===== config.mk =====
export PLATFORM = sky130hd
export DESIGN_NAME = conv_sync_top
export DESIGN_NICKNAME = d
export VERILOG_FILES = /design/src/hw/conv_sync_pkg.sv /design/src/hw/conv_sync_top.sv /design/src/hw/sinc5_decim.sv /design/src/hw/sync_edge_counter.sv
export VERILOG_INCLUDE_DIRS = /design/src /design/src/hw
export SDC_FILE = /design/constraint.sdc
export NUM_CORES = 1
export LEC_CHECK = 0
export ABC_CLOCK_PERIOD_IN_PS = 11800
export BUFFER_PORTS_ARGS = -buffer_cell sky130_fd_sc_hd__buf_2
export CORE_AREA = 4 4 249 251
export CTS_BUF_LIST = sky130_fd_sc_hd__clkbuf_8 sky130_fd_sc_hd__clkbuf_16
export DETAILED_ROUTE_END_ITERATION = 12
export DIE_AREA = 0 0 253 255
export GPL_TIMING_DRIVEN = 0
export PLACE_DENSITY_LB_ADDON = 0.1
export SYNTH_ARGS = -nofsm -noshare
export SYNTH_HDL_FRONTEND = slang
export SYNTH_HIERARCHICAL = 1
export SYNTH_SLANG_ARGS = --single-unit

===== constraint.sdc =====
create_clock -name pclk -period 11.8 [get_ports pclk]
set_input_delay 0.59 -clock pclk [delete_from_list [all_inputs] [get_ports pclk]]
set_output_delay 0.59 -clock pclk [all_outputs]
set_load 0.02 [all_outputs]

===== src/hw/conv_sync_consts.svh =====
// Register offsets, field positions, reset values and timing counts
`ifndef CONV_SYNC_CONSTS_SVH
`define CONV_SYNC_CONSTS_SVH

// ------------------------------------------------------------------
// Register byte addresses
// ------------------------------------------------------------------
`define OFS_CONTROL_TWO    12'h000
`define OFS_CONTROL_THREE  12'h004
`define OFS_PIN_CTRL       12'h008
`define OFS_STATUS         12'h00c
`define OFS_DATA           12'h010
`define OFS_IRQ_STATUS     12'h014
`define OFS_IRQ_MASK       12'h018
`define OFS_SYNC_COUNT     12'h01c

// ------------------------------------------------------------------
// Field positions
// ------------------------------------------------------------------
`define BIT_EXT_CLK_SEL    0
`define BIT_REG_EN         1
`define BIT_SYNC_MODE      0
`define BIT_FAULT_CUR      1
`define BIT_PIN0_EN        0
`define BIT_PIN1_EN        1
`define BIT_ST_DIG_OVER    0
`define BIT_ST_ANA_OVER    1
`define BIT_ST_LOCKED      2
`define BIT_ST_VALID       3
`define IRQ_READY          0
`define IRQ_RESYNC         1
`define IRQ_DIG_OVER       2
`define IRQ_ANA_OVER       3
`define IRQ_BITS           4

// ------------------------------------------------------------------
// Reset values
// ------------------------------------------------------------------
`define RST_CONTROL_TWO    2'h2
`define RST_CONTROL_THREE  2'h0
`define RST_PIN_CTRL       2'h0

// ------------------------------------------------------------------
// Saturation words and timing
// ------------------------------------------------------------------
`define SAT_POS            24'h7fffff
`define SAT_NEG            24'h800000
`define DEC_RATIO          16
`define SINC_ORDER         5

`endif


===== src/hw/conv_sync_pkg.sv =====
// Types shared by the conversion sync design
package conv_sync_pkg;
   typedef enum logic [1:0] {
      SY_IDLE  = 2'b00,
      SY_ARMED = 2'b01,
      SY_MEAS  = 2'b10,
      SY_LOCK  = 2'b11
   } sync_state_e;

   typedef struct packed {
      logic [23:0] word;
      logic        dig_over;
      logic        ana_over;
   } result_s;

   typedef struct packed {
      logic        ext_clk_sel;
      logic        regulator_en;
      logic        sync_mode;
      logic        fault_cur_en;
      logic        pin0_en;
      logic        pin1_en;
   } config_s;
endpackage


===== src/hw/conv_sync_top.sv =====
// Conversion sync, overrange flags and APB registers
//
// Our own choices: the register offsets and register access over APB.
`timescale 1ns/100ps
`include "conv_sync_consts.svh"

// How it works
// RQ1: Software clears both pin enable bits so the pins serve as sync and clock.
// RQ2: Software sets sync mode and external clock select to use checking.
// RQ3: In sync mode the cycles from ready assertion to next sync rise are recorded.
// RQ4: Later sync rises re-measure; a drift beyond one restarts and flushes the filter.
// RQ5: After a flush no result is valid until the full filter latency passes.
// RQ6: Sync rises before the first falling edge of ready are ignored.
// RQ7: The first sync rise after a ready assertion sets the reference.
// RQ8: Filter overflow sets the digital flag and saturates the word.
// RQ9: Modulator overrange sets the analog flag together with the word update.
// RQ10: The analog flag always matches the word currently held.
// RQ11: The bit stream passes a fifth order sinc decimator to 24-bit words.
// RQ12: Software clears the regulator enable when the core is fed externally.
// RQ13: A configuration bit switches the fault test currents on and off.
// RQ14: Sync edges are detected on the clock so counting is single-domain.
module conv_sync_top #(
   parameter int CW = 20
) (
   input  wire logic          pclk,            // 100 MHz clock
   input  wire logic          presetn,         // Async reset, low
   input  wire logic          psel,            // APB select
   input  wire logic          penable,         // APB enable
   input  wire logic          pwrite,          // APB direction
   input  wire logic [11:0]   paddr,           // APB byte address
   input  wire logic [31:0]   pwdata,          // APB write data
   output logic [31:0]        prdata,          // APB read data
   output logic               pready,          // APB ready
   output logic               pslverr,         // APB error
   input  wire logic          sync_input_pin,  // Sync pulse
   input  wire logic          mod_bit,         // Modulator bit stream
   input  wire logic          mod_over,        // Modulator overrange
   output logic               result_ready_n,  // Data ready, low
   output logic               fault_current_enable, // Test currents
   output logic               core_regulator_enable, // Regulator on
   output logic               external_clock_select, // Ext clock
   output logic               irq              // Interrupt level
);
   // ------------------------------------------------------------------
   // Registers and state
   // ------------------------------------------------------------------
   conv_sync_pkg::config_s     cfg, next_cfg;
   conv_sync_pkg::result_s     res;
   conv_sync_pkg::sync_state_e st, next_st;
   logic [CW-1:0]              ref_cnt, next_ref_cnt;
   logic [`IRQ_BITS-1:0]       irq_st, next_irq_st;
   logic [`IRQ_BITS-1:0]       irq_mask, next_irq_mask;
   logic [`IRQ_BITS-1:0]       ev;
   logic                       rdy_n, next_rdy_n;
   logic                       seen_ready, next_seen_ready;
   logic                       flush, next_flush;
   logic                       locked;
   logic                       res_valid, rise, wr, rd;
   logic [CW-1:0]              count;
   logic [CW:0]                delta;
   logic                       sync_active, drift;

   assign wr = psel & penable & pwrite;
   assign rd = psel & penable & ~pwrite;
   assign pready = 1'b1;

   // ------------------------------------------------------------------
   // Datapath blocks
   // ------------------------------------------------------------------
   sinc5_decim u_decim (
      .pclk      (pclk),
      .presetn   (presetn),
      .flush     (flush),
      .mod_bit   (mod_bit),
      .mod_over  (mod_over),
      .result    (res),
      .res_valid (res_valid)
   );

   sync_edge_counter #(.CW(CW)) u_cnt (
      .pclk    (pclk),
      .presetn (presetn),
      .sync_in (sync_input_pin),
      .restart (res_valid),
      .rise    (rise),
      .count   (count)
   );

   // Checking only counts when the host set up both pins and modes
   assign sync_active = cfg.sync_mode & cfg.ext_clk_sel // RQ2
                        & ~cfg.pin0_en & ~cfg.pin1_en; // RQ1
   assign delta = (count >= ref_cnt) ? {1'b0, count - ref_cnt}
                                     : {1'b0, ref_cnt - count};
   assign drift = delta > (CW+1)'(1); // RQ4
   assign locked = (st == conv_sync_pkg::SY_LOCK);

   // ------------------------------------------------------------------
   // Sync tracking
   // ------------------------------------------------------------------
   always_comb begin
      next_st         = st;
      next_ref_cnt    = ref_cnt;
      next_flush      = 1'b0;
      next_rdy_n      = rdy_n;
      next_seen_ready = seen_ready | res_valid;
      if (res_valid)
         next_rdy_n = 1'b0;
      else if (rd && paddr == `OFS_DATA)
         next_rdy_n = 1'b1;
      if (!sync_active) begin
         next_st = conv_sync_pkg::SY_IDLE;
      end else begin
         unique case (st)
            conv_sync_pkg::SY_IDLE:
               next_st = conv_sync_pkg::SY_ARMED;
            conv_sync_pkg::SY_ARMED: begin
               // Pulses before first ready fall are dropped RQ6
               if (seen_ready)
                  next_st = conv_sync_pkg::SY_MEAS;
            end
            conv_sync_pkg::SY_MEAS: begin
               if (rise) begin
                  next_ref_cnt = count; // RQ3
                  next_st      = conv_sync_pkg::SY_LOCK; // RQ7
               end
            end
            conv_sync_pkg::SY_LOCK: begin
               if (rise && drift) begin
                  next_flush      = 1'b1; // RQ4
                  next_seen_ready = 1'b0;
                  next_rdy_n      = 1'b1;
                  next_st         = conv_sync_pkg::SY_ARMED;
               end
            end
         endcase
      end
   end

   always_ff @(posedge pclk or negedge presetn) begin
      if (!presetn) begin
         st         <= conv_sync_pkg::SY_IDLE;
         ref_cnt    <= '0;
         flush      <= 1'b0;
         rdy_n      <= 1'b1;
         seen_ready <= 1'b0;
      end else begin
         st         <= next_st;
         ref_cnt    <= next_ref_cnt;
         flush      <= next_flush;
         rdy_n      <= next_rdy_n;
         seen_ready <= next_seen_ready;
      end
   end

   assign result_ready_n        = rdy_n;
   assign fault_current_enable  = cfg.fault_cur_en; // RQ13
   assign core_regulator_enable = cfg.regulator_en;
   assign external_clock_select = cfg.ext_clk_sel;

   // ------------------------------------------------------------------
   // Configuration and interrupt registers
   // ------------------------------------------------------------------
   assign ev = {res_valid & res.ana_over, res_valid & res.dig_over, next_flush,
                res_valid};

   always_comb begin
      next_cfg      = cfg;
      next_irq_mask = irq_mask;
      next_irq_st   = irq_st;
      if (wr) begin
         unique case (paddr)
            `OFS_CONTROL_TWO: begin
               next_cfg.ext_clk_sel  = pwdata[`BIT_EXT_CLK_SEL];
               next_cfg.regulator_en = pwdata[`BIT_REG_EN];
            end
            `OFS_CONTROL_THREE: begin
               next_cfg.sync_mode    = pwdata[`BIT_SYNC_MODE];
               next_cfg.fault_cur_en = pwdata[`BIT_FAULT_CUR];
            end
            `OFS_PIN_CTRL: begin
               next_cfg.pin0_en = pwdata[`BIT_PIN0_EN];
               next_cfg.pin1_en = pwdata[`BIT_PIN1_EN];
            end
            `OFS_IRQ_STATUS:
               next_irq_st = irq_st & ~pwdata[`IRQ_BITS-1:0];
            `OFS_IRQ_MASK:
               next_irq_mask = pwdata[`IRQ_BITS-1:0];
            default: ;
         endcase
      end
      // Set wins over a simultaneous clear
      next_irq_st = next_irq_st | ev;
   end

   always_ff @(posedge pclk or negedge presetn) begin
      if (!presetn) begin
         {cfg.regulator_en, cfg.ext_clk_sel} <= `RST_CONTROL_TWO;
         {cfg.sync_mode, cfg.fault_cur_en}   <= `RST_CONTROL_THREE;
         {cfg.pin0_en, cfg.pin1_en}          <= `RST_PIN_CTRL;
         irq_st   <= '0;
         irq_mask <= '0;
      end else begin
         cfg      <= next_cfg;
         irq_st   <= next_irq_st;
         irq_mask <= next_irq_mask;
      end
   end

   assign irq = |(irq_st & irq_mask);

   // ------------------------------------------------------------------
   // Read mux
   // ------------------------------------------------------------------
   always_comb begin
      prdata  = '0;
      pslverr = 1'b0;
      unique case (paddr)
         `OFS_CONTROL_TWO: begin
            prdata[`BIT_EXT_CLK_SEL] = cfg.ext_clk_sel;
            prdata[`BIT_REG_EN]      = cfg.regulator_en;
         end
         `OFS_CONTROL_THREE: begin
            prdata[`BIT_SYNC_MODE] = cfg.sync_mode;
            prdata[`BIT_FAULT_CUR] = cfg.fault_cur_en;
         end
         `OFS_PIN_CTRL: begin
            prdata[`BIT_PIN0_EN] = cfg.pin0_en;
            prdata[`BIT_PIN1_EN] = cfg.pin1_en;
         end
         `OFS_STATUS: begin
            prdata[`BIT_ST_DIG_OVER] = res.dig_over;
            prdata[`BIT_ST_ANA_OVER] = res.ana_over; // RQ10
            prdata[`BIT_ST_LOCKED] = locked;
            prdata[`BIT_ST_VALID]  = ~rdy_n;
         end
         `OFS_DATA:       prdata[23:0] = res.word;
         `OFS_IRQ_STATUS: prdata[`IRQ_BITS-1:0] = irq_st;
         `OFS_IRQ_MASK:   prdata[`IRQ_BITS-1:0] = irq_mask;
         `OFS_SYNC_COUNT: prdata[CW-1:0] = ref_cnt;
         default:         pslverr = psel & penable;
      endcase
   end

   // ------------------------------------------------------------------
   // Checks
   // ------------------------------------------------------------------
   drift_flush_a: assert property (@(posedge pclk) disable iff (!presetn)
      (locked && sync_active && rise && drift) |=> flush) // RQ4
      else $error("drift did not flush filter");
   no_drift_keep_a: assert property (@(posedge pclk) disable iff (!presetn)
      (locked && sync_active && rise && !drift) |=> !flush && locked) // RQ4
      else $error("in-limit sync disturbed conversion");
   early_sync_a: assert property (@(posedge pclk) disable iff (!presetn)
      (st == conv_sync_pkg::SY_ARMED && !seen_ready) |=> !locked) // RQ6
      else $error("sync accepted before ready");
   ref_capture_a: assert property (@(posedge pclk) disable iff (!presetn)
      (st == conv_sync_pkg::SY_MEAS && sync_active && rise)
      |=> locked && ref_cnt == $past(count)) // RQ3
      else $error("reference count not captured");
   ready_on_result_a: assert property (@(posedge pclk) disable iff (!presetn)
      res_valid |=> !result_ready_n) // RQ7
      else $error("ready not asserted on result");
   sat_value_a: assert property (@(posedge pclk) disable iff (!presetn)
      res.dig_over |-> (res.word == `SAT_POS || res.word == `SAT_NEG)) // RQ8
      else $error("overflow without saturated word");
   flag_stable_a: assert property (@(posedge pclk) disable iff (!presetn)
      !res_valid |-> $stable(res.ana_over) && $stable(res.word)) // RQ10
      else $error("flag moved without a result");
   fault_cur_a: assert property (@(posedge pclk) disable iff (!presetn)
      (wr && paddr == `OFS_CONTROL_THREE)
      |=> fault_current_enable == $past(pwdata[`BIT_FAULT_CUR])) // RQ13
      else $error("fault current enable not applied");
endmodule // conv_sync_top


===== src/hw/sinc5_decim.sv =====
// Fifth order sinc decimator with saturation to a 24-bit word
`timescale 1ns/100ps
`include "conv_sync_consts.svh"
module sinc5_decim #(
   parameter int RATIO = `DEC_RATIO,
   parameter int ORDER = `SINC_ORDER
) (
   input  wire logic                     pclk,      // Clock
   input  wire logic                     presetn,   // Async reset
   input  wire logic                     flush,     // Filter reset pulse
   input  wire logic                     mod_bit,   // Modulator bit
   input  wire logic                     mod_over,  // Analog overrange
   output conv_sync_pkg::result_s        result,    // Registered result
   output logic                          res_valid  // Result pulse
);
   localparam int AW = 32;
   localparam int DW = $clog2(RATIO);
   localparam int LW = $clog2(ORDER + 1);

   logic [AW-1:0] integ [ORDER];
   logic [AW-1:0] next_integ [ORDER];
   logic [AW-1:0] comb_d [ORDER];
   logic [AW-1:0] next_comb_d [ORDER];
   logic [AW-1:0] diff [ORDER+1];
   logic [DW-1:0] phase, next_phase;
   logic [LW-1:0] settle, next_settle;
   logic          aor_acc, next_aor_acc;
   conv_sync_pkg::result_s next_result;
   logic          next_res_valid;
   logic signed [AW-1:0] centred;
   logic          dec_tick;

   assign dec_tick = (phase == DW'(RATIO - 1));
   assign diff[0]  = integ[ORDER-1];

   // ------------------------------------------------------------------
   // Integrator and comb chains
   // ------------------------------------------------------------------
   genvar g;
   generate
      for (g = 0; g < ORDER; g++) begin : g_stage
         always_comb begin
            next_integ[g]  = integ[g];
            next_comb_d[g] = comb_d[g];
            if (flush) begin
               next_integ[g]  = '0;
               next_comb_d[g] = '0;
            end else begin
               next_integ[g] = integ[g] + ((g == 0) ? AW'(mod_bit)
                                                    : integ[g-1]);
               if (dec_tick)
                  next_comb_d[g] = diff[g];
            end
         end
         assign diff[g+1] = diff[g] - comb_d[g];
         always_ff @(posedge pclk or negedge presetn) begin
            if (!presetn) begin
               integ[g]  <= '0;
               comb_d[g] <= '0;
            end else begin
               integ[g]  <= next_integ[g];
               comb_d[g] <= next_comb_d[g];
            end
         end
      end
   endgenerate

   // Gain is RATIO^ORDER; centre the unipolar count to two's complement
   assign centred = signed'(diff[ORDER]) - signed'(AW'(RATIO ** ORDER / 2));

   // ------------------------------------------------------------------
   // Output word, overrange and latency hold-off
   // ------------------------------------------------------------------
   always_comb begin
      next_phase     = flush ? '0 : phase + 1'b1;
      next_settle    = settle;
      next_aor_acc   = flush ? 1'b0 : (aor_acc | mod_over);
      next_result    = result;
      next_res_valid = 1'b0;
      if (!flush && dec_tick) begin
         next_aor_acc = 1'b0;
         if (settle != LW'(ORDER))
            next_settle = settle + 1'b1;
         else begin
            // Suppress results until the full latency has passed RQ5
            next_res_valid = 1'b1;
            // Word and both flags update together RQ10
            next_result.ana_over = aor_acc | mod_over; // RQ9
            next_result.dig_over = 1'b0;
            if (centred > signed'(AW'(8388607))) begin
               next_result.word     = `SAT_POS; // RQ8
               next_result.dig_over = 1'b1; // RQ8
            end else if (centred < -signed'(AW'(8388608))) begin
               next_result.word     = `SAT_NEG; // RQ8
               next_result.dig_over = 1'b1; // RQ8
            end else
               next_result.word = centred[23:0]; // RQ11
         end
      end
      if (flush)
         next_settle = '0; // RQ5
   end

   always_ff @(posedge pclk or negedge presetn) begin
      if (!presetn) begin
         phase     <= '0;
         settle    <= '0;
         aor_acc   <= 1'b0;
         result    <= '0;
         res_valid <= 1'b0;
      end else begin
         phase     <= next_phase;
         settle    <= next_settle;
         aor_acc   <= next_aor_acc;
         result    <= next_result;
         res_valid <= next_res_valid;
      end
   end

   no_early_result_a: assert property (@(posedge pclk) disable iff (!presetn)
      flush |=> !res_valid [*8]) // RQ5
      else $error("result valid too soon after filter reset");
endmodule // sinc5_decim


===== src/hw/sync_edge_counter.sv =====
// Rising edge detector and cycle counter for the sync pin
`timescale 1ns/100ps
module sync_edge_counter #(
   parameter int CW = 20
) (
   input  wire logic          pclk,     // Clock
   input  wire logic          presetn,  // Async reset
   input  wire logic          sync_in,  // Sync pin level
   input  wire logic          restart,  // Reload the count to one
   output logic               rise,     // Rising edge pulse
   output logic [CW-1:0]      count     // Cycles since restart
);
   logic          sync_d, next_sync_d;
   logic [CW-1:0] next_count;

   // Pin is already synchronous; one stage for edge detection RQ14
   assign rise = sync_in & ~sync_d; // RQ14

   always_comb begin
      next_sync_d = sync_in;
      next_count  = restart ? CW'(1) : count + CW'(count != '1);
   end

   always_ff @(posedge pclk or negedge presetn) begin
      if (!presetn) begin
         sync_d <= 1'b0;
         count  <= '0;
      end else begin
         sync_d <= next_sync_d;
         count  <= next_count;
      end
   end
endmodule // sync_edge_counter


==> metrics.log, run 1 <==
INFO  metric worst-r2r-setup-slack = between 0.7 and 0.8 ns
INFO  metric hold_end = u_cnt/sync_d$_DFF_PN0_
INFO  metric rr_worst_depth = slightly above 50
INFO  metric routed_wirelength = ~83000 um
INFO  metric setup_ws = 0.713 ns
INFO  metric transition_time_at_the_pin_with_the_least_slew_margin = ~1.3 ns
INFO  metric setup_total_negative_slack = 0 ns
INFO  metric status = finished, final reports clean
INFO  metric synthFlopType = sky130_fd_sc_hd__dfrtp_1
INFO  metric timing.rr.start = u_decim/diff[160]$_DFF_PN0_
INFO  metric shortest_clock_period_the_worst_path_allows_after_layout = about 11 ns
INFO  metric design.final.nets = 4353
INFO  metric tritoncts_clock_tree = done
INFO  metric die_width = 253 um
INFO  metric place_hpwl = approximately 64000 um
INFO  metric first_iter_violations = around 1900
INFO  metric floorplan.io_pins = a little over 90
INFO  metric setup.worst_path.start_class = flip-flop
INFO  metric finClkSkew = 0.0188 ns
INFO  metric final_max_tran_viols = 0
INFO  metric layout.filler_cells = between 5000 and 6000
INFO  metric number_of_rows_in_the_core_area = 90
INFO  metric cts-buffers-inserted = 50
INFO  metric final-hold-violation-count = 0
INFO  metric initial_utilization = 0.534
INFO  metric syn_inst = 3812
INFO  metric arrival = 11.56 ns
INFO  metric ctsHtreeMaxLevel = 2
INFO  metric grt_use_total = 0.255
INFO  metric path_class = reg -> reg
INFO  metric ys_seq_elements = between 400 and 500
INFO  metric buffer_ports.inserted = 52
INFO  metric r2r_end = u_decim/result[20]$_DFFE_PN0P_
INFO  metric wire_length_of_the_first_global_routing_pass = around 130000 um
INFO  metric critPathTopFamily = compound AO/OA/AOI/OAI gates
INFO  metric die_h = between 200 and 300 um
INFO  metric critPathCaptureType = flip-flop
INFO  metric die_footprint = roughly 65000 um2
INFO  metric clkSinkCount = 415
INFO  metric routed-via-count = between 20000 and 30000
INFO  metric clk_transition_reported_paths = around 0.06 ns
INFO  metric seq_area_frac_synth = 0.325
INFO  metric timing.fmax = around 90 MHz
INFO  metric path_buf_inv = 4
INFO  metric first_global_vias = 25705
INFO  metric grt_start_max_net_pins = 122
INFO  metric clock_insertion_delay_worst_skew = 0.61 ns
INFO  metric hold_path_startpoint = sync_input_pin
INFO  metric ratio_of_cells_with_drive_above_1_in_the_final_layout = 0.0592
INFO  metric grt_remaining_overflow = 0
INFO  metric post_synth_instance_area = ~32000 um2
INFO  metric gpl.final_weighted_congestion = between 0.9 and 1
INFO  metric antenna_left = 0
INFO  metric grt_antenna_before_repair = 2
INFO  metric drt_pre_antenna_iters = 5
INFO  metric synthesis.area_per_instance = roughly 8.4 um2
INFO  metric unrepaired_setup_endpoints_after_global_routing = no
INFO  metric clock-root-buffer = sky130_fd_sc_hd__clkbuf_16
INFO  metric wl_per_cell = approximately 17 um
INFO  metric slowest_stage_cell_on_the_critical_path = sky130_fd_sc_hd__or4_1
INFO  metric route.detailed.drc = 0
INFO  metric yosys_warnings = 6
INFO  metric core-area = ~60000 um2
INFO  metric cap_viol_max_count = 0
INFO  metric synth.distinct_cells = around 100
INFO  metric avgViaCountPerCell = 5.72
INFO  metric worst_case_setup_slack_after_placement = about 0.033 ns
INFO  metric worstHoldPathCells = 1
INFO  metric critPathRequiredTime = roughly 12 ns
INFO  metric cp_common_cell = sky130_fd_sc_hd__a21oi_1
INFO  metric async_flop_share = 1.00
INFO  metric hold_path.class = in -> reg
INFO  metric clock_path_buffers = 3
INFO  metric slowest_delay = 0.50 ns
INFO  metric setup_viol = 0
INFO  metric layout_worst_path_cycle_share = 0.940
INFO  metric syn2layout_area_growth = 10.2%
INFO  metric synth-edff-count = 0
INFO  metric cp_max_fo = 10
INFO  metric worst_slew_margin_rel = 0.136
==> per-layer routing <==
layer  part of all wire  global-route usage  vias up
met5            0.00016                   0        -
met4              0.024              0.0657        2
met3              0.045              0.0367      118
met2               0.46               0.418      549
met1               0.48               0.359    12906
li1                   -                   -    13618
==> metrics by stage <==
stage	area, um2	util	std cells	hold WS, ns
detailed placement	33400	0.557	4657	0.457
global route	35200	0.588	4754	0.0842
CTS	35100	0.585	4751	0.0734
floorplan	32000	-	3819	0.294
finish	35200	0.588	4755	0.105
global placement	33200	0.555	4653	0.449
==> worst max path at each step <==
stage,slack (ns),to,start,cells past startpoint
after global routing,0.07,u_decim/result[21]$_DFFE_PN0P_,u_decim/diff[160]$_DFF_PN0_,51
after global placement,0.07,u_decim/result[11]$_DFFE_PN0P_,u_decim/diff[160]$_DFF_PN0_,55
final,0.71,u_decim/result[20]$_DFFE_PN0P_,u_decim/diff[160]$_DFF_PN0_,51
after detailed placement,0.03,u_decim/result[14]$_DFFE_PN0P_,u_decim/diff[160]$_DFF_PN0_,55
after CTS,0.09,u_decim/result[13]$_DFFE_PN0P_,u_decim/diff[160]$_DFF_PN0_,55
after floorplan,1.57,u_decim/result[1]$_DFFE_PN0P_,u_decim/diff[160]$_DFF_PN0_,56
==> Yosys cell counts, types with 38 or more instances <==
library cell | n | area share
sky130_fd_sc_hd__o21bai_1 | 46 | 0.011
sky130_fd_sc_hd__inv_1 | 302 | 0.035
sky130_fd_sc_hd__nor2_1 | 372 | 0.044
sky130_fd_sc_hd__nor3_1 | 56 | 0.0088
sky130_fd_sc_hd__nand2_1 | 440 | 0.052
sky130_fd_sc_hd__a21oi_1 | 412 | 0.064
sky130_fd_sc_hd__nand4_1 | 40 | 0.0078
sky130_fd_sc_hd__nand3_1 | 81 | 0.013
sky130_fd_sc_hd__nor2b_1 | 53 | 0.010
sky130_fd_sc_hd__o21ai_0 | 146 | 0.023
sky130_fd_sc_hd__ha_1 | 359 | 0.14
sky130_fd_sc_hd__and3_1 | 38 | 0.0074
sky130_fd_sc_hd__dfrtp_1 | 413 | 0.32
sky130_fd_sc_hd__clkbuf_1 | 97 | 0.011
sky130_fd_sc_hd__xnor2_1 | 171 | 0.047
sky130_fd_sc_hd__a21o_1 | 132 | 0.031
sky130_fd_sc_hd__xor2_1 | 129 | 0.035
==> cell type report <==
| type | count | area [um2] | area share |
|---|---|---|---|
| multi-input combinational | 2975 | 20100 | 0.570 |
| inverter | 304 | 1140 | 0.0324 |
| sequential | 415 | 10400 | 0.295 |
| antenna | 1 | 2.50 | 0.0000710 |
| clock inverter | 35 | 334 | 0.00948 |
| timing repair buffer | 60 | 413 | 0.0117 |
| tap | 782 | 978 | 0.0278 |
| clock buffer | 58 | 1360 | 0.0386 |
| buffer | 125 | 547 | 0.0155 |
==> flip-flops by register name, indices dropped and copies added (netlist names) <==
| name | count |
|---|---|
| result_ready_n | 1 |
| u_decim/diff | 32 |
| core_regulator_enable | 1 |
| u_decim/res_valid | 1 |
| st | 2 |
| irq_st | 4 |
| cfg | 3 |
| irq_mask | 4 |
| u_decim/result | 26 |
| u_decim/comb_d | 160 |
| seen_ready | 1 |
| fault_current_enable | 1 |
| u_decim/phase | 4 |
| u_cnt/count | 20 |
| u_cnt/sync_d | 1 |
| ref_cnt | 20 |
| u_decim/integ | 128 |
| external_clock_select | 1 |
| u_decim/aor_acc | 1 |
| u_decim/settle | 3 |
| flush | 1 |
==> layout by cell type, fill, tap and decap left out, types with 14 or more instances in the layout <==
master,count
sky130_fd_sc_hd__nand2_1,440
sky130_fd_sc_hd__dfrtp_1,413
sky130_fd_sc_hd__a21oi_1,407
sky130_fd_sc_hd__nor2_1,371
sky130_fd_sc_hd__ha_1,355
sky130_fd_sc_hd__inv_1,313
sky130_fd_sc_hd__xnor2_1,166
sky130_fd_sc_hd__o21ai_0,142
sky130_fd_sc_hd__a21o_1,132
sky130_fd_sc_hd__xor2_1,128
sky130_fd_sc_hd__clkbuf_1,97
sky130_fd_sc_hd__nand3_1,81
sky130_fd_sc_hd__nor3_1,55
sky130_fd_sc_hd__buf_2,53
sky130_fd_sc_hd__nor2b_1,53
sky130_fd_sc_hd__clkbuf_16,50
sky130_fd_sc_hd__o21bai_1,46
sky130_fd_sc_hd__nand4_1,40
sky130_fd_sc_hd__and3_1,38
sky130_fd_sc_hd__o21a_1,34
sky130_fd_sc_hd__a211oi_1,33
sky130_fd_sc_hd__nand2b_1,32
sky130_fd_sc_hd__a31oi_1,26
sky130_fd_sc_hd__or3_1,25
sky130_fd_sc_hd__a221o_1,24
sky130_fd_sc_hd__o211ai_1,21
sky130_fd_sc_hd__and2_1,20
sky130_fd_sc_hd__a22o_1,20
sky130_fd_sc_hd__nor4_1,15
sky130_fd_sc_hd__buf_4,15
sky130_fd_sc_hd__o31ai_1,15
sky130_fd_sc_hd__clkinv_2,14
==> logic make-up (layout without fill, tap and decap cells) <==
group | Yosys count | in the layout | synth area share
xor+xnor | 304 | 304 | 0.0850
simple gates | 1230 | 1230 | 0.176
fa+ha+maj | 370 | 370 | 0.147
other cells | 2 | 10 | 0.000235
compound gates | 1041 | 1041 | 0.207
flops | 415 | 415 | 0.325
buf+inv | 429 | 582 | 0.0525
mux | 21 | 21 | 0.00708
==> repair_timing <==
action | CTS | global route
pin swaps | 0 | 10
endpoints found under the setup margin | 24 | 25
resized for setup | 1 | 32
buffers inserted | 0 | 3
hold buffers | 1 | 0
endpoints found under the hold margin | 42 | 0
Power of run 1 is left out: the tool's default activity adds up to more than one toggle a clock period on the data nets, which glitch-free logic cannot reach.
==> inputs of run 2 (changes only) <==
CORE_AREA = 4 4 258 260   (was 4 4 249 251)
CTS_CLUSTER_SIZE = 20   (was default)
DIE_AREA = 0 0 262 264   (was 0 0 253 255)
==> run 2 against run 1 <==
Net effect:
- global-route usage shrank 1.2 points
- sequential cell count is the same
- hold slack better by 0.0049 ns
- die area rose by 7.2%
- maximum frequency about the same
- critical path type unchanged
- routed wire length up 1.8%
- via count down 0.85%
- register-to-register slack is essentially flat
- highest routed layer is now met4
- count of clock-buffer cells in the layout grew 6
- first-iteration DRC count fell by 13%
- core utilization down 3.9 points
- non-clock buffer count is 1 higher
==> metrics.log, run 2 (synthesized netlist as in run 1, its figures left out) <==
INFO  metric status = finished, final reports clean
INFO  metric number_of_rows_in_the_core_area = 93 (+3.3%)
INFO  metric shortest_clock_period_the_worst_path_allows_after_layout = 11.08 ns (-0.00519 ns)
INFO  metric final_max_tran_viols = 0 (unchanged)
INFO  metric first_iter_violations = 1635 (-13%)
INFO  metric hold_path.class = in -> reg
INFO  metric die_footprint = 69200 um2 (+7.2%)
INFO  metric buffer_ports.inserted = 52 (unchanged)
INFO  metric arrival = 11.56 ns (about the same)
INFO  metric layout_commonest_cell = sky130_fd_sc_hd__nand2_1
INFO  metric timing.rr.start = u_decim/diff[160]$_DFF_PN0_
INFO  metric die_h = 264 um (+3.5%)
INFO  metric avgViaCountPerCell = 5.60 (-2.1%)
INFO  metric grt_antenna_before_repair = 0 (-2)
INFO  metric wl_per_cell = 17.6 um (+0.43%)
INFO  metric clock_path_buffers = 3 (unchanged)
INFO  metric worst-r2r-setup-slack = 0.72 ns (about the same)
INFO  metric final-hold-violation-count = 0 (unchanged)
INFO  metric finClkSkew = 0.0236 ns (+0.00486 ns)
INFO  metric gpl.final_weighted_congestion = 0.878 (-5.1%)
INFO  metric ctsHtreeMaxLevel = 2 (unchanged)
INFO  metric worstHoldPathCells = 1 (unchanged)
INFO  metric area_of_the_multi_input_gates = 20000 um2 (-0.29%)
INFO  metric setup_ws = 0.719 ns (+0.00519 ns)
INFO  metric clkSinkCount = 415 (unchanged)
INFO  metric seq_area = 10400 um2 (unchanged)
INFO  metric antenna-diode-count = 0 (-1)
INFO  metric hold_path_startpoint = sync_input_pin
INFO  metric route.detailed.drc = 0 (unchanged)
INFO  metric slowest_stage_cell_on_the_critical_path = sky130_fd_sc_hd__or4b_2
INFO  metric cap_viol_max_count = 0 (unchanged)
INFO  metric setup_viol = 0 (unchanged)
INFO  metric routed_wirelength = 84700 um (+1.8%)
INFO  metric initial_utilization = 0.499 (-0.0350)
INFO  metric slowest_delay = 0.63 ns (+0.13 ns)
INFO  metric unrepaired_setup_endpoints_after_global_routing = no
INFO  metric wire_length_of_the_first_global_routing_pass = 138000 um (+2.3%)
INFO  metric grt_start_max_net_pins = 111 (-9.0%)
INFO  metric routed-via-count = 26962 (-0.85%)
INFO  metric largest_register_ff_count = 160 (unchanged)
INFO  metric r2r_end = u_decim/result[2]$_DFFE_PN0P_
INFO  metric worst_case_setup_slack_after_placement = 0.0363 ns (+0.00372 ns)
INFO  metric place_hpwl = 65000 um (+1.7%)
INFO  metric ratio_of_cells_with_drive_above_1_in_the_final_layout = 0.0568 (-0.00239)
INFO  metric layout_worst_path_cycle_share = 0.939 (about the same)
INFO  metric critPathRequiredTime = 12.28 ns (about the same)
INFO  metric registers.top_by_ff_count = u_decim/comb_d
INFO  metric clock-root-buffer = sky130_fd_sc_hd__clkbuf_16
INFO  metric critPathCaptureType = flip-flop
INFO  metric commonest_non_fill_non_tap_cells_in_the_layout = 440 x sky130_fd_sc_hd__nand2_1, 413 x sky130_fd_sc_hd__dfrtp_1, 409 x sky130_fd_sc_hd__a21oi_1
INFO  metric first_global_vias = 25773 (+0.26%)
INFO  metric hold_end = u_cnt/sync_d$_DFF_PN0_
INFO  metric die_width = 262 um (+3.6%)
INFO  metric clock_insertion_delay_worst_skew = 0.61 ns (about the same)
INFO  metric core-area = 64100 um2 (+7.0%)
INFO  metric drt_pre_antenna_iters = 6 (+1)
INFO  metric clk_transition_reported_paths = 0.07 ns (about the same)
INFO  metric rr_worst_depth = 53 (+3.9%)
INFO  metric floorplan.io_pins = 91 (unchanged)
INFO  metric layout.filler_cells = 6104 (+9.8%)
INFO  metric antenna_left = 0 (unchanged)
INFO  metric timing.fmax = 90.2 MHz (about the same)
INFO  metric design.final.nets = 4355 (+0.046%)
INFO  metric grt_remaining_overflow = 0 (unchanged)
INFO  metric syn2layout_area_growth = 10.2% (about the same)
INFO  metric cp_max_fo = 7 (-3)
INFO  metric setup.worst_path.start_class = flip-flop
INFO  metric tritoncts_clock_tree = done
INFO  metric grt_use_total = 0.244 (-0.0115)
INFO  metric cts-buffers-inserted = 51 (+2.0%)
INFO  metric path_class = reg -> reg
INFO  metric transition_time_at_the_pin_with_the_least_slew_margin = 1.15 ns (-0.125 ns)
INFO  metric cp_common_cell = sky130_fd_sc_hd__ha_1
INFO  metric worst_slew_margin_rel = 0.221 (+0.0844)
==> run 2: changes by cell type in the layout (fill, tap and decap cells not counted), sizes merged <==
cell / previous run / this run
inv: 317 / 309
clkbuf: 155 / 161
clkinv: 16 / 10
bufinv: 5 / 3
buf: 87 / 88
diode: 1 / 0
==> run 2: through the flow <==
stage	std cells	TNS (ns)	area, um2	hold WS [ns]	util
6_report	4818	0	35200	0.110	0.550
5_1_grt	4818	0	35200	0.0767	0.550
4_1_cts	4814	0	35100	0.0576	0.548
3_5_place_dp	4730	0	33500	0.444	0.522
3_3_place_gp	4726	-0.0125	33300	0.445	0.520
2_1_floorplan	3819	0	32000	0.294	-
==> run 2: per-layer routing <==
metal / global-route usage / wire length [um] / vias to the layer above
met5: 0 / 0 / -
met4: 0.0537 / 1940 / 0
met3: 0.0316 / 3580 / 117
met2: 0.392 / 38600 / 465
met1: 0.352 / 40600 / 12793
li1: - / - / 13587
==> run 2: how the worst max path moves through the flow <==
stage	cells after the start	start	endpoint	slack [ns]
2_1_floorplan	56	u_decim/diff[160]$_DFF_PN0_	u_decim/result[1]$_DFFE_PN0P_	1.57
3_3_place_gp	55	u_decim/diff[160]$_DFF_PN0_	u_decim/result[25]$_DFFE_PN0P_	-0.01
4_1_cts	53	u_decim/diff[160]$_DFF_PN0_	u_decim/result[21]$_DFFE_PN0P_	0.07
6_report	53	u_decim/diff[160]$_DFF_PN0_	u_decim/result[2]$_DFFE_PN0P_	0.72
3_5_place_dp	55	u_decim/diff[160]$_DFF_PN0_	u_decim/result[25]$_DFFE_PN0P_	0.04
5_1_grt	51	u_decim/diff[160]$_DFF_PN0_	u_decim/result[10]$_DFFE_PN0P_	0.01
==> run 2: cell type report <==
class	count	share of cell area
multi-input cells	2975	0.568
flip-flops and latches	415	0.295
clock buffers	64	0.0413
inverters	304	0.0324
well taps	855	0.0304
plain buffers	125	0.0154
repair buffers	61	0.0119
clock inverters	19	0.00540
==> run 2: worst max-delay path, delay by kind of cell, from the launching register on <==
family / cells / cell delay [ns]
xor gates and xnor gates: 5 / 1.15
AOI/OAI and AO/OA: 25 / 4.80
buffers and inverters: 4 / 0.29
and+or+nand+nor: 12 / 2.19
adders and majority gates: 7 / 2.08
DFF: 1 / 0.41
==> run 2: timing repair <==
action,CTS,global route
endpoints found under the hold margin,68,0
hold buffers,1,0
setup endpoints to repair,24,25
buffers inserted,0,4
pin swaps,0,4
resized for setup,1,21
Power of run 2 is left out for the same reason.
==> inputs of run 3 (changes only) <==
CAP_MARGIN = 30   (was default)
PLACE_DENSITY = 0.68   (was default)
PLACE_DENSITY_LB_ADDON = default   (was 0.1)
==> run 3 against run 2 <==
Net effect:
- die area unchanged
- register-to-register slack got worse by 0.04 ns
- clock skew increased by 0.0051 ns
- critical path depth increased by 5
- maximum frequency decreased by 0.35%
- critical endpoint is now u_decim/result[18]$_DFFE_PN0P_
==> metrics.log, run 3 (synthesized netlist as in run 1, its figures left out) <==
INFO  metric status = finished, final reports clean
INFO  metric layout_commonest_cell = sky130_fd_sc_hd__nand2_1
INFO  metric setup_viol = 0 (unchanged)
INFO  metric initial_utilization = 0.499 (unchanged)
INFO  metric slowest_stage_cell_on_the_critical_path = sky130_fd_sc_hd__or4b_2
INFO  metric design.final.nets = 4356 (+0.023%)
INFO  metric grt_use_total = 0.241 (-0.00237)
INFO  metric fin_util = 0.550 (about the same)
INFO  metric wl_per_cell = 17.7 um (+0.57%)
INFO  metric clock_path_buffers = 3 (unchanged)
INFO  metric timing.fmax = 89.9 MHz (-0.35%)
INFO  metric avgViaCountPerCell = 5.63 (+0.61%)
INFO  metric worst_slew_margin_rel = 0.320 (+0.0991)
INFO  metric tritoncts_clock_tree = done
INFO  metric first_iter_violations = 1879 (+15%)
INFO  metric registers.top_by_ff_count = u_decim/comb_d
INFO  metric finClkSkew = 0.0287 ns (+0.00511 ns)
INFO  metric setup_ws = 0.680 ns (-0.0389 ns)
INFO  metric critPathRequiredTime = 12.33 ns (+0.05 ns)
INFO  metric place_hpwl = 66200 um (+1.9%)
INFO  metric clock_insertion_delay_worst_skew = 0.60 ns (about the same)
INFO  metric antenna_left = 0 (unchanged)
INFO  metric grt_antenna_before_repair = 0 (unchanged)
INFO  metric cp_common_cell = sky130_fd_sc_hd__ha_1
INFO  metric largest_register_ff_count = 160 (unchanged)
INFO  metric clock-root-buffer = sky130_fd_sc_hd__clkbuf_16
INFO  metric cts-buffers-inserted = 49 (-3.9%)
INFO  metric critPathCaptureType = flip-flop
INFO  metric first_global_vias = 26067 (+1.1%)
INFO  metric placed_cell_area = 33500 um2 (about the same)
INFO  metric seq_area = 10400 um2 (unchanged)
INFO  metric cap_viol_max_count = 0 (unchanged)
INFO  metric cts.hold.buffers_added = 0 (-1)
INFO  metric layout.filler_cells = 6002 (-1.7%)
INFO  metric arrival = 11.65 ns (+0.09 ns)
INFO  metric grt_remaining_overflow = 0 (unchanged)
INFO  metric route.detailed.drc = 0 (unchanged)
INFO  metric ratio_of_cells_with_drive_above_1_in_the_final_layout = 0.0592 (+0.00243)
INFO  metric layout_worst_path_cycle_share = 0.942 (+0.00329)
INFO  metric ctsHtreeMaxLevel = 2 (unchanged)
INFO  metric area_of_the_multi_input_gates = 20100 um2 (+0.35%)
INFO  metric gpl.final_weighted_congestion = 0.921 (+4.9%)
INFO  metric number_of_rows_in_the_core_area = 93 (unchanged)
INFO  metric setup.worst_path.start_class = flip-flop
INFO  metric cp_max_fo = 10 (+3)
INFO  metric die_footprint = 69200 um2 (unchanged)
INFO  metric floorplan.io_pins = 91 (unchanged)
INFO  metric final_max_tran_viols = 0 (unchanged)
INFO  metric transition_time_at_the_pin_with_the_least_slew_margin = 1.01 ns (-0.143 ns)
INFO  metric drt_pre_antenna_iters = 9 (+3)
INFO  metric clkSinkCount = 415 (unchanged)
INFO  metric clk_transition_reported_paths = 0.06 ns (about the same)
INFO  metric stdcell_area = 35200 um2 (about the same)
INFO  metric slowest_delay = 0.65 ns (+0.02 ns)
INFO  metric die_h = 264 um (unchanged)
INFO  metric core-area = 64100 um2 (unchanged)
INFO  metric shortest_clock_period_the_worst_path_allows_after_layout = 11.12 ns (+0.0389 ns)
INFO  metric worst_case_setup_slack_after_placement = -0.216 ns (-0.252 ns)
INFO  metric syn2layout_area_growth = 10.2% (about the same)
INFO  metric antenna-diode-count = 0 (unchanged)
INFO  metric routed-via-count = 27161 (+0.74%)
INFO  metric grt_start_max_net_pins = 117 (+5.4%)
INFO  metric buffer_ports.inserted = 52 (unchanged)
INFO  metric commonest_non_fill_non_tap_cells_in_the_layout = 440 x sky130_fd_sc_hd__nand2_1, 413 x sky130_fd_sc_hd__dfrtp_1, 408 x sky130_fd_sc_hd__a21oi_1
INFO  metric routed_wirelength = 85300 um (+0.70%)
INFO  metric path_class = reg -> reg
INFO  metric final-hold-violation-count = 0 (unchanged)
INFO  metric wire_length_of_the_first_global_routing_pass = 136000 um (-1.4%)
INFO  metric die_width = 262 um (unchanged)
INFO  metric hold_path.class = in -> async
run 3: path summary, 6_finish.rpt:
path | endpoint | depth (start not counted) | from | slack, ns
setup / recovery | u_decim/result[18]$_DFFE_PN0P_ | 58 | u_decim/diff[160]$_DFF_PN0_ | 0.68
hold / removal | ref_cnt[1]$_DFFE_PN0P_ | 1 | presetn | 0.008
setup reg to reg | u_decim/result[18]$_DFFE_PN0P_ | 58 | u_decim/diff[160]$_DFF_PN0_ | 0.68
hold reg to reg | u_decim/phase[0]$_DFF_PN0_ | 1 | u_decim/phase[0]$_DFF_PN0_ | 0.46
max in group asynchronous | u_decim/integ[129]$_DFF_PN0_ | 3 | presetn | 10.17
min in group pclk | u_cnt/sync_d$_DFF_PN0_ | 1 | sync_input_pin | 0.11
run 3: critical path, delay by kind of cell, from the launching register on:
| kind | cells | cell delay, ns |
|---|---|---|
| adder cells (fa/ha/maj) | 7 | 2.09 |
| buffers and inverters | 6 | 0.65 |
| flip-flops | 1 | 0.39 |
| AO/OA/AOI/OAI | 28 | 4.92 |
| XOR/XNOR | 5 | 0.82 |
| AND/OR/NAND/NOR | 12 | 2.17 |
run 3: repair_timing:
| item | 4_1_cts | 5_1_grt |
|---|---|---|
| pin swaps | 0 | 8 |
| cloned | 0 | 0 |
| gates resized for setup | 2 | 30 |
| endpoints found under the hold margin | 0 | 0 |
| endpoints found under the setup margin | 25 | 25 |
| setup buffers | 0 | 5 |
run 3: cell type report:
class,count,area share
Multi-Input combinational cell,2975,0.570
Sequential cell,415,0.295
Clock buffer,59,0.0390
Inverter,304,0.0324
Tap cell,855,0.0304
Buffer,125,0.0153
Timing Repair Buffer,64,0.0119
Clock inverter,27,0.00611
run 3: layer usage:
layer,track usage,part of all wire,vias to the layer above
met1,0.300,0.43,12831
met2,0.419,0.48,580
li1,-,-,13589
met5,0,0,-
met3,0.0253,0.036,161
met4,0.113,0.053,0
run 3: metrics by stage:
step,hold slack [ns],std cells,setup TNS (ns)
after global routing,0.0781,4824,-0.0546
after global placement,0.447,4726,-3.88
after CTS,0.0296,4819,0
after detailed placement,0.451,4733,-4.82
after floorplan,0.294,3819,0
final,0.00753,4824,0
Power of run 3 is left out for the same reason.
